[config.mk]
export PLATFORM = sky130hd
export DESIGN_NAME = zvscfg_bank
export DESIGN_NICKNAME = d
export VERILOG_FILES = /design/src/core/zvscfg_pkg.sv /design/src/core/zvscfg_timer.sv /design/src/core/zvscfg_bank.sv
export VERILOG_INCLUDE_DIRS = /design/src /design/src/core
export SDC_FILE = /design/constraint.sdc
export NUM_CORES = 1
export LEC_CHECK = 0
export CORE_UTILIZATION = 30
export DETAILED_ROUTE_END_ITERATION = 6
export DONT_BUFFER_PORTS = 1
export PLACE_DENSITY = 0.46
export SLEW_MARGIN = 25
export SYNTH_ARGS = -nofsm -noshare
export SYNTH_HDL_FRONTEND = slang
export SYNTH_SLANG_ARGS = --single-unit
[constraint.sdc]
create_clock -name clock -period 2.25 [get_ports clock]
set_input_delay 0.1125 -clock clock [delete_from_list [all_inputs] [get_ports clock]]
set_output_delay 0.1125 -clock clock [all_outputs]
set_load 0.1 [all_outputs]
[src/core/zvscfg_map.svh]
// Register offsets, field positions, reset values and timing counts
`ifndef ZVSCFG_MAP_SVH
`define ZVSCFG_MAP_SVH

// ----------------------------------------------------------------
// Register offsets
// ----------------------------------------------------------------
`define ZVSCFG_ADDR_VOLT_SET 8'h02
`define ZVSCFG_ADDR_CURR_SET 8'h04
`define ZVSCFG_ADDR_OV_THR 8'h06
`define ZVSCFG_ADDR_UV_THR 8'h08
`define ZVSCFG_ADDR_POWER_THR 8'h0A
`define ZVSCFG_ADDR_FAULT_TMR 8'h0C
`define ZVSCFG_ADDR_CTRL_BITS 8'h0E
`define ZVSCFG_ADDR_MEAS_CURR 8'h10
`define ZVSCFG_ADDR_MEAS_VOLT 8'h12
`define ZVSCFG_ADDR_ZVS_CFG 8'h3E

// ----------------------------------------------------------------
// Field positions and reset values
// ----------------------------------------------------------------
`define ZVSCFG_FWD_BIT 11
`define ZVSCFG_SOFT_BIT 10
`define ZVSCFG_DLY_MSB 7
`define ZVSCFG_DLY_LSB 5
`define ZVSCFG_ON_MSB 4
`define ZVSCFG_ON_LSB 0
`define ZVSCFG_ZVS_RESET 16'h0000
`define ZVSCFG_READ_ZERO 16'h0000

// ----------------------------------------------------------------
// Timing
// ----------------------------------------------------------------
`define ZVSCFG_STEP_NS 85
`define ZVSCFG_CLK_MHZ 200
`define ZVSCFG_STEP_CYC ((`ZVSCFG_STEP_NS * `ZVSCFG_CLK_MHZ + 999) / 1000)

`endif

[src/core/zvscfg_pkg.sv]
// Types shared by the soft-switching config and read-back bank
package zvscfg_pkg;
   typedef enum logic [1:0] {ZVS_IDLE, ZVS_DELAY, ZVS_ON} zvscfg_state_e;
   typedef logic [15:0] zvscfg_word_t;
endpackage : zvscfg_pkg

[src/core/zvscfg_timer.sv]
// Delay-then-on interval generator for rectifier soft switching
`timescale 1ns/1ps
`default_nettype none
`include "zvscfg_map.svh"

module zvscfg_timer
(
   input wire logic clock,
   input wire logic rst_b,
   input wire logic enable,
   input wire logic trigger,
   input wire logic [2:0] delay_count,
   input wire logic [4:0] on_count,
   output logic drive
);

   localparam logic [4:0] STEP_LAST = 5'(`ZVSCFG_STEP_CYC - 1);

   zvscfg_pkg::zvscfg_state_e state;
   zvscfg_pkg::zvscfg_state_e next_state;
   logic [4:0] tick;
   logic [4:0] next_tick;
   logic [4:0] steps;
   logic [4:0] next_steps;
   logic next_drive;

   // ----------------------------------------------------------------
   // Sequencer: each count step lasts one 85 ns tick
   // ----------------------------------------------------------------
   always_comb
   begin
      next_state = state;
      next_tick = tick;
      next_steps = steps;
      unique case (state)
         zvscfg_pkg::ZVS_IDLE:
         begin
            next_tick = 5'h00;
            if (enable && trigger)
            begin
               next_state = zvscfg_pkg::ZVS_DELAY;
               next_steps = {2'b00, delay_count};
            end
         end
         zvscfg_pkg::ZVS_DELAY, zvscfg_pkg::ZVS_ON:
         begin
            if (steps == 5'h00)
            begin
               // Zero steps ends the phase at once
               next_tick = 5'h00;
               if (state == zvscfg_pkg::ZVS_DELAY)
               begin
                  next_state = zvscfg_pkg::ZVS_ON;
                  next_steps = on_count;
               end
               else
               begin
                  next_state = zvscfg_pkg::ZVS_IDLE;
               end
            end
            else if (tick == STEP_LAST)
            begin
               next_tick = 5'h00;
               next_steps = steps - 5'h01;
            end
            else
            begin
               next_tick = tick + 5'h01;
            end
         end
      endcase
      // Dropping the enable aborts a sequence in flight
      if (!enable)
      begin
         next_state = zvscfg_pkg::ZVS_IDLE;
      end
      next_drive = (next_state == zvscfg_pkg::ZVS_ON);
   end

   // Registers only
   always_ff @(posedge clock or negedge rst_b)
   begin
      if (!rst_b)
      begin
         state <= zvscfg_pkg::ZVS_IDLE;
         tick <= 5'h00;
         steps <= 5'h00;
         drive <= 1'b0;
      end
      else
      begin
         state <= next_state;
         tick <= next_tick;
         steps <= next_steps;
         drive <= next_drive;
      end
   end

endmodule : zvscfg_timer

`default_nettype wire

[src/core/zvscfg_bank.sv]
// Soft-switching config register, fault response and telemetry read-back
//
// How it works
// - Config bit 11 high enables forward valley switching; low disables it.
// - Rectifier soft-switch mode runs only while config bit 10 is high.
// - Every count step adds about 85 ns to its interval.
// - Fault with fault response disabled drops bus switch enable and resets.
// - That reset may request auto-restart depending on operating conditions.
// - Telemetry words are 16 bits; some carry high and low byte parity.
`timescale 1ns/1ps
`default_nettype none
`include "zvscfg_map.svh"

module zvscfg_bank
(
   input wire logic clock,
   input wire logic rst_b,

   // Register port from the serial engine
   input wire logic wr_en,
   input wire logic [7:0] wr_addr,
   input wire logic [15:0] wr_data,
   input wire logic rd_en,
   input wire logic [7:0] rd_addr,
   output logic [15:0] rd_data,
   output logic rd_valid,

   // Accepted command values
   // Levels, only sampled by a read; bus_switch_enable_bit also gates the bus switch
   input wire logic [11:0] voltage_setpoint_field,
   input wire logic [7:0] current_setpoint_field,
   input wire logic [11:0] overvoltage_threshold_field,
   input wire logic [11:0] undervoltage_threshold_field,
   input wire logic [8:0] power_limit_field,
   input wire logic [1:0] overvoltage_action,
   input wire logic [1:0] undervoltage_action,
   input wire logic [1:0] output_short_action,
   input wire logic [1:0] sense_pin_short_action,
   input wire logic [1:0] undervoltage_timeout,
   input wire logic [1:0] watchdog_timeout,
   input wire logic [1:0] voltage_only_action,
   input wire logic [1:0] voltage_only_timer,
   input wire logic bus_switch_enable_bit,
   input wire logic bleeder_bit,
   input wire logic supply_off_bit,
   input wire logic fast_setpoint_bit,
   input wire logic voltage_only_bit,
   input wire logic thermal_hysteresis_bit,
   input wire logic [3:0] cable_drop_comp_field,

   // Measurements
   // Raw converter codes, unscaled
   input wire logic [7:0] measured_current,
   input wire logic [11:0] measured_voltage,

   // Fault handling
   // A held fault_event counts each cycle
   input wire logic fault_event,
   input wire logic fault_response_disabled,
   input wire logic restart_conditions,

   // Switching
   // Every output leaves a flip-flop
   input wire logic valley_trigger,
   output logic forward_valley,
   output logic rectifier_soft_switch_mode,
   output logic soft_switch_drive,
   output logic bus_switch_enable,
   output logic internal_reset,
   output logic auto_restart
);

   // ----------------------------------------------------------------
   // Helpers
   // ----------------------------------------------------------------

   // Odd parity bit over seven data bits
   // A zero byte still shows a set bit
   function automatic logic zvscfg_odd(input logic [6:0] bits);
      zvscfg_odd = ~(^bits);
   endfunction : zvscfg_odd

   // Wrap a word so both bytes carry their own parity bit
   // Raw bits 15 and 7 are overwritten
   function automatic zvscfg_pkg::zvscfg_word_t zvscfg_par
      (input logic [15:0] raw);
      zvscfg_par = {zvscfg_odd(raw[14:8]), raw[14:8],
                    zvscfg_odd(raw[6:0]), raw[6:0]};
   endfunction : zvscfg_par

   // 12-bit value placed at bits 12:8 and 6:0
   // Bit 7 is left for the low parity bit
   function automatic logic [15:0] zvscfg_wide(input logic [11:0] v);
      zvscfg_wide = {3'b000, v[11:7], 1'b0, v[6:0]};
   endfunction : zvscfg_wide

   // ----------------------------------------------------------------
   // Config register
   // ----------------------------------------------------------------
   // Last accepted config word
   zvscfg_pkg::zvscfg_word_t zvs_config;
   zvscfg_pkg::zvscfg_word_t next_zvs_config;
   logic next_forward_valley;
   logic next_soft_mode;

   // Write-only; every write replaces the whole word
   // Reset keeps both modes off until written
   always_comb
   begin
      next_zvs_config = zvs_config;
      if (wr_en && (wr_addr == `ZVSCFG_ADDR_ZVS_CFG))
      begin
         next_zvs_config = wr_data;
      end

      // Enables follow the word written this cycle
      next_forward_valley = next_zvs_config[`ZVSCFG_FWD_BIT];
      next_soft_mode = next_zvs_config[`ZVSCFG_SOFT_BIT];
   end

   // Enables move on the word's own edge
   always_ff @(posedge clock or negedge rst_b)
   begin
      if (!rst_b)
      begin
         zvs_config <= `ZVSCFG_ZVS_RESET;
         forward_valley <= 1'b0;
         rectifier_soft_switch_mode <= 1'b0;
      end
      else
      begin
         zvs_config <= next_zvs_config;
         forward_valley <= next_forward_valley;
         rectifier_soft_switch_mode <= next_soft_mode;
      end
   end

   // ----------------------------------------------------------------
   // Soft-switch interval generator
   // ----------------------------------------------------------------
   // Counts below three are passed through unchanged; the step size
   // is only trustworthy from three upward
   // Enable is the registered mode bit, so a
   // trigger waits one cycle after the write
   // Triggers during a sequence are ignored
   zvscfg_timer u_timer
   (
      .clock(clock),
      .rst_b(rst_b),
      .enable(rectifier_soft_switch_mode),
      .trigger(valley_trigger),
      .delay_count(zvs_config[`ZVSCFG_DLY_MSB:`ZVSCFG_DLY_LSB]),
      .on_count(zvs_config[`ZVSCFG_ON_MSB:`ZVSCFG_ON_LSB]),
      .drive(soft_switch_drive)
   );

   // ----------------------------------------------------------------
   // Fault response
   // ----------------------------------------------------------------
   // Drop latch and pulses that follow the fault
   logic fault_drop;
   logic next_fault_drop;
   logic next_bus_switch_enable;
   logic next_internal_reset;
   logic next_auto_restart;
   logic fault_hit;

   // The drop holds until the host clears its enable bit; a new fault
   // in that same cycle wins so it is never lost
   always_comb
   begin
      fault_hit = fault_event && fault_response_disabled;
      next_fault_drop = fault_drop;

      // Host clears the drop with the bit low
      if (!bus_switch_enable_bit)
      begin
         next_fault_drop = 1'b0;
      end

      // Set after clear: a same-cycle fault wins
      if (fault_hit)
      begin
         next_fault_drop = 1'b1;
      end

      // Restart is only requested here
      next_bus_switch_enable = bus_switch_enable_bit && !next_fault_drop;
      next_internal_reset = fault_hit;
      next_auto_restart = fault_hit && restart_conditions;
   end

   // Registers only; pulses last as many cycles as the fault is held
   always_ff @(posedge clock or negedge rst_b)
   begin
      if (!rst_b)
      begin
         fault_drop <= 1'b0;
         bus_switch_enable <= 1'b0;
         internal_reset <= 1'b0;
         auto_restart <= 1'b0;
      end
      else
      begin
         fault_drop <= next_fault_drop;
         bus_switch_enable <= next_bus_switch_enable;
         internal_reset <= next_internal_reset;
         auto_restart <= next_auto_restart;
      end
   end

   // ----------------------------------------------------------------
   // Telemetry read-back
   // ----------------------------------------------------------------
   // Registered word costs one cycle of
   // latency but leaves a clean flip-flop
   zvscfg_pkg::zvscfg_word_t next_rd_data;
   logic next_rd_valid;

   // Pure multiplexer: a read never disturbs any state
   always_comb
   begin
      next_rd_valid = rd_en;
      next_rd_data = rd_data;
      // Only a strobed read loads the word
      if (rd_en)
      begin
         unique case (rd_addr)
            // Voltage set-point with parity
            `ZVSCFG_ADDR_VOLT_SET:
               next_rd_data =
                  zvscfg_par(zvscfg_wide(voltage_setpoint_field));

            // Current set-point with parity
            `ZVSCFG_ADDR_CURR_SET:
               next_rd_data =
                  zvscfg_par({7'h00, current_setpoint_field[7],
                              1'b0, current_setpoint_field[6:0]});

            // Overvoltage threshold
            `ZVSCFG_ADDR_OV_THR:
               next_rd_data =
                  zvscfg_par(zvscfg_wide(overvoltage_threshold_field));

            // Undervoltage threshold
            `ZVSCFG_ADDR_UV_THR:
               next_rd_data =
                  zvscfg_par(zvscfg_wide(undervoltage_threshold_field));

            // Power limit, no parity
            `ZVSCFG_ADDR_POWER_THR:
               next_rd_data = {7'h00, power_limit_field};

            // Fault actions and timers
            `ZVSCFG_ADDR_FAULT_TMR:
               next_rd_data = {overvoltage_action, undervoltage_action,
                               output_short_action, sense_pin_short_action,
                               undervoltage_timeout, watchdog_timeout,
                               voltage_only_action,
                               voltage_only_timer};

            // Control bits
            `ZVSCFG_ADDR_CTRL_BITS:
               next_rd_data = {1'b0, bus_switch_enable_bit, bleeder_bit,
                               supply_off_bit, fast_setpoint_bit,
                               voltage_only_bit, thermal_hysteresis_bit,
                               5'h00, cable_drop_comp_field};

            // Measured current with parity
            `ZVSCFG_ADDR_MEAS_CURR:
               next_rd_data =
                  zvscfg_par({7'h00, measured_current[7],
                              1'b0, measured_current[6:0]});

            // Measured voltage, top nibble zero
            `ZVSCFG_ADDR_MEAS_VOLT:
               next_rd_data = {4'h0, measured_voltage};

            // Other offsets, odd or even, and the config word
            default:
               next_rd_data = `ZVSCFG_READ_ZERO; // Unmapped or write-only
         endcase
      end
   end

   // Data holds between reads for a slow host
   always_ff @(posedge clock or negedge rst_b)
   begin
      if (!rst_b)
      begin
         rd_data <= `ZVSCFG_READ_ZERO;
         rd_valid <= 1'b0;
      end
      else
      begin
         rd_data <= next_rd_data;
         rd_valid <= next_rd_valid;
      end
   end

endmodule : zvscfg_bank

`default_nettype wire

# ---- After elaboration in Yosys (flattened, before gate mapping)
# Cells that the tools add are included.
dict set report op_classes {
  reduce_logical 20
  eq_ne 17
  mux 17
  addsub 2
  n_bitwise 10
}
# op n
set op_table {}
lappend op_table {{16-bit one-hot mux with 9 select lines} 1}
lappend op_table {{7-bit XOR reduction} 10}
lappend op_table {{8-bit by 4-bit == test with 1-bit output (second input constant)} 4}
lappend op_table {{5-bit two-way mux} 6}
lappend op_table {{5-bit one-hot mux with 2 select lines} 2}
lappend op_table {{8-bit by 3-bit == test with 1-bit output (second input constant)} 2}
lappend op_table {{8-bit by 5-bit == test with 1-bit output (second input constant)} 2}
lappend op_table {{12-bit two-way mux} 1}
lappend op_table {{1-bit inverter} 10}
lappend op_table {{8-bit by 2-bit == test with 1-bit output (second input constant)} 1}
lappend op_table {{8-bit by 6-bit == test with 1-bit output (second input constant)} 1}
lappend op_table {{2-bit two-way mux} 4}
lappend op_table {{5-bit by 1-bit adder with 5-bit output (second input constant)} 1}
lappend op_table {{5-bit == test (second input constant)} 1}
lappend op_table {{1-bit logical AND} 5}
lappend op_table {{5-bit logical NOT} 1}
lappend op_table {{5-bit by 1-bit subtractor with 5-bit output (second input constant)} 1}
lappend op_table {{2-bit == test (second input constant)} 2}
lappend op_table {{2-bit one-hot mux with 2 select lines} 1}
lappend op_table {{3-bit by 1-bit inequality test with 1-bit output (second input constant)} 1}
lappend op_table {{3-bit inequality test (second input constant)} 1}
lappend op_table {{3-bit AND reduction} 1}
lappend op_table {{2-bit by 1-bit == test with 1-bit output (second input constant)} 1}
lappend op_table {{2-bit logical NOT} 1}
lappend op_table {{4 further kinds} 5}
dict set report word_totals {
  inputBits 139
  output_inout_bits 23
  register_bits 48
  elab_cells 80
}

# ---- Logic depth before layout (Yosys ltp)
dict set report logic_depth {
  ltp_word 6
  mapped_depth 8
  ltp_nobuf 7
}

# ---- Hierarchy
# From an unflattened synthesis, not the netlist that was laid out.
dict set report hier_totals {
  hier_cells 359
  area_unflattened_um2 3544.6
}
# mod cells_each instances seq_area_each_um2 area_per_inst_um2
set modules_own_cells {}
lappend modules_own_cells {zvscfg_bank 269 1 775.7 2660.1}
lappend modules_own_cells {zvscfg_timer 90 1 325.3 884.6}

# ---- Worst setup path before layout
# No wires, ideal clock.
dict set report synth_path {
  path_kind {register to register}
  start {register u_timer.steps[0]}
  end {register u_timer.steps[2]}
  path_slack_ns 0.317
  t_required_ns 2.124
  path_stages_with_launch 8
  setup_ns 0.126
  arrival_ns 1.807
  period_less_slack_ns 1.933
  n_path_buf 1
  path_cell_list {dfrtp_1 -> inv_1 -> ha_1 -> or4b_1 -> clkbuf_1 -> nand3_2 -> nand2_2 -> a221o_1}
}
dict set report synth_via {
  elab_chain_len 4
  word_cells_on_any_way 8
  classes_between {add/sub (1); eq/ne (2); mux (3); reduce/logical (2)}
}
# element line_no
set synth_rtl {}
lappend synth_rtl {{start: declaration} zvscfg_timer.sv:23} ;# logic [4:0] steps;
lappend synth_rtl {{start signal: assignment} zvscfg_timer.sv:94} ;# steps <= next_steps;
lappend synth_rtl {{5-bit by 1-bit subtractor with 5-bit output} zvscfg_timer.sv:64} ;# next_steps = steps - 5'h01;
lappend synth_rtl {{5-bit two-way mux} zvscfg_timer.sv:61} ;# else if (tick == STEP_LAST)
lappend synth_rtl {{5-bit two-way mux} zvscfg_timer.sv:47} ;# if (steps == 5'h00)
lappend synth_rtl {{5-bit one-hot mux with 2 select lines} zvscfg_timer.sv:35} ;# unique case (state)
# Several ways; a longest one is shown, not always the timed one. The select of a mux whose other input is x is not followed.
# A chain may end at the register's enable or synchronous reset.

# ---- Worst setup path in the final report
# Ends and elaborated chain as after synthesis.

==> flow_summary_export.csv <==
group,metric,value,unit
synthesis,synthFlopType,"dfrtp_1",
layout,nets,519,
grt,antenna_found_initial,0,
job,maxCapViolations,0,
timing,rsz0062_at_grt,"no",
grt,track_usage,17.38,%
timing,tns,0,ns
timing,min_period,2.091,ns
timing,finalHoldViolations,0,
critical_path,r2r_start,"u_timer.steps[0]",
clock_tree,clk_latency,0.29,ns
place,pre_cts_ws,0.1505,ns
synthesis,synth_cells,338,
floorplanning,dieWidth,108.6,um
power,peakVddDrop,0.3183,mV
routing,drtIter0Drc,110,
grt,grt_first_pass_wirelength,15320,um
critical_path,arrival,2.26,ns
routing,dr.pass1.iters,4,
routing,drc_errors,0,
synthesis,synthArstFlopShare,100.0,%
floorplanning,dieArea,0.01178,mm^2
timing,period_share,92.93,%
min_path,hp-start,"bleeder_bit",
synthesis,synth_seq_cells,44,
layout,fillCellCount,1108,
routing,vias,2768,
grt,grt_pass1_vias,2912,
power,power_density,562.7,mW/mm^2
timing,clock_skew,0.006594,ns
layout,area_delta_synth_final,19.25,%
critical_path,startpoint,"u_timer.steps[0]",
floorplanning,rows,38,
critical_path,worst_setup_path_end_kind,"flip-flop",
timing,setup_slack,0.1591,ns
synthesis,yosysWarnings,0,
synthesis,synth_nets,483,
routing,routedWlPerCell,19.17,um
layout,drive_gt1_share,18.67,%
critical_path,cp-start-kind,"flip-flop",
clock_tree,clk_pin_slew,0.06,ns
synthesis,synth_top_area_share,32.33,%
critical_path,crit_type,"reg2reg",
routing,drt-total-wl,9872,um
synthesis,synth_edf_count,0,
outcome,status,"complete, no violations",
floorplanning,coreArea,0.01094,mm^2
place,placed_cells,489,
clock_tree,root_buffer,"clkbuf_16",
synthesis,synth_area,0.003406,mm^2
synthesis,synth_cell_types,64,
floorplanning,io_pins,162,
synthesis,yosys.area.top_type,"dfrtp_1",
timing,fmax,0.4783,GHz
layout,final_cells,515,
clock_tree,cts_htree_levels,2,
timing,whs,0.01635,ns
floorplanning,initial_utilization,31.14,%
clock_tree,clock_sink_count,44,
grt,grt_max_degree,45,
floorplanning,die_h,108.6,um
timing,maxSlewViolCount,0,
synthesis,synth_common_cells,"44 x dfrtp_1, 29 x inv_1, 20 x xnor2_1, 18 x nor3_1, 15 x mux2i_1",
synthesis,avgSynthCellArea,10.08,um^2
critical_path,cp_data_required_time,2.42,ns
place,gp_congestion,0.8178,
routing,vias_per_cell,5.375,
critical_path,critPathMaxFanout,10,
timing,setup_viol,0,
clock_tree,post-cts-setup-buffer-count,0,
place,place_hpwl,7681,um
synthesis,synth_most_common_cell,"dfrtp_1",
timing,slew-limit-headroom,40.09,%
routing,ant_nets,0,
grt,grt_overflow,0,
min_path,hp-class,"in2reg",
clock_tree,cts_max_path_buffers,2,
clock_tree,cts-resized-gates,0,
synthesis,synth-seq-area-share,32.33,%
timing,max_slew.worst_pin.slew,0.8993,ns
synthesis,synth_area_leaders,"dfrtp_1 32%, xnor3_1 6.6%, xnor2_1 5.1%",
layout,n_antenna_cell,0,
clock_tree,tritoncts,"built",
place,port-buffer-count,0,
clock_tree,cts_inserted_buffers,5,
power,cellLeakagePower,1.668,nW
## final timing paths
| kind | endpoint | slack (ns) | cells past startpoint |
|---|---|---|---|
| setup / recovery | u_timer.steps[2] | 0.16 | 6 |
| hold / removal | rd_data[13] | 0.02 | 2 |
| setup reg to reg | u_timer.steps[2] | 0.16 | 6 |
| hold reg to reg | fault_drop | 0.48 | 1 |
| max in group asynchronous | rd_data[15] | 1.68 | 2 |
| min in group asynchronous | u_timer.steps[3] | 0.37 | 2 |
## flip-flops by register name, summed over array words and instances, names as in the netlist
name	count
bus_switch_enable	1
u_timer.tick	5
fault_drop	1
zvs_config	10
u_timer.state	2
rd_data	16
u_timer.steps	5
auto_restart	1
rd_valid	1
u_timer.drive	1
internal_reset	1
## stage by stage
stage               area, um^2  utilization, %  power [W]
CTS                       4061           37.14   0.002322
global placement          3686           33.71   0.001380
finish                    4061           37.14   0.002285
floorplan                 3406               -   0.001311
detailed placement        3686           33.71   0.001385
global route              4061           37.14   0.002411
## power breakdown
group          internal, W  switching, W  total, W
logic             0.000263      0.000224  0.000487
clock network     0.000556      0.000313  0.000869
registers         0.000843     0.0000864  0.000929
## logic make-up (layout without fill, tap and decap cells)
family	after synthesis	count (layout)	share of synthesized area, %
fa+ha+maj	6	6	2.204
compound gates	80	80	18.00
buf+inv	47	84	6.502
xor+xnor	35	35	13.04
simple gates	97	97	18.88
mux	29	29	9.037
flops	44	44	32.33
## layout by cell type, fill, tap and decap left out, drive strengths merged, types with 6 or more instances in the layout
| cell | netlist | final |
|---|---|---|
| o21ai | 9 | 9 |
| mux2 | 14 | 14 |
| a221oi | 6 | 6 |
| nand3 | 8 | 8 |
| xnor3 | 10 | 10 |
| nor2 | 13 | 13 |
| a211oi | 6 | 6 |
| and3 | 9 | 9 |
| o22ai | 14 | 14 |
| ha | 6 | 6 |
| a22oi | 12 | 12 |
| xnor2 | 20 | 20 |
| nand2 | 13 | 13 |
| a21oi | 6 | 6 |
| inv | 29 | 29 |
| mux2i | 15 | 15 |
| dfrtp | 44 | 44 |
| buf | 15 | 30 |
| dlygate4sd3 | 0 | 17 |
| clkbuf | 3 | 6 |
| nor3 | 19 | 19 |
| nor4 | 7 | 7 |
## critical path: stages (launching register included)
cell     delay, ns
dfrtp_1       0.39
inv_1         0.09
ha_1          0.24
or4b_1        0.55
nand3_2       0.18
nand2_2       0.15
a221o_1       0.37
## cell type report
class / instances / area, um^2 / share of cell area, %
Tap cell: 140 / 175.2 / 4.313
Sequential cell: 44 / 1101 / 27.11
Timing Repair Buffer: 47 / 415.4 / 10.23
Clock buffer: 6 / 138.9 / 3.420
Clock inverter: 2 / 38.79 / 0.9550
Inverter: 29 / 108.9 / 2.680
Multi-Input combinational cell: 247 / 2083 / 51.29
## routing by layer
metal | global-route usage (%) | up-vias | routed length [um]
met1 | 21.78 | 1297 | 4118
met5 | 0 | - | 0
li1 | - | 1332 | -
met2 | 28.25 | 118 | 4741
met4 | 6.467 | 0 | 296
met3 | 4.882 | 21 | 716
## timing repair
action	in CTS	in global routing
hold buffers	18	0
endpoints found under the hold margin	74	0
setup endpoints to repair	0	0
Note: power is estimated with default switching activity, not from simulation.
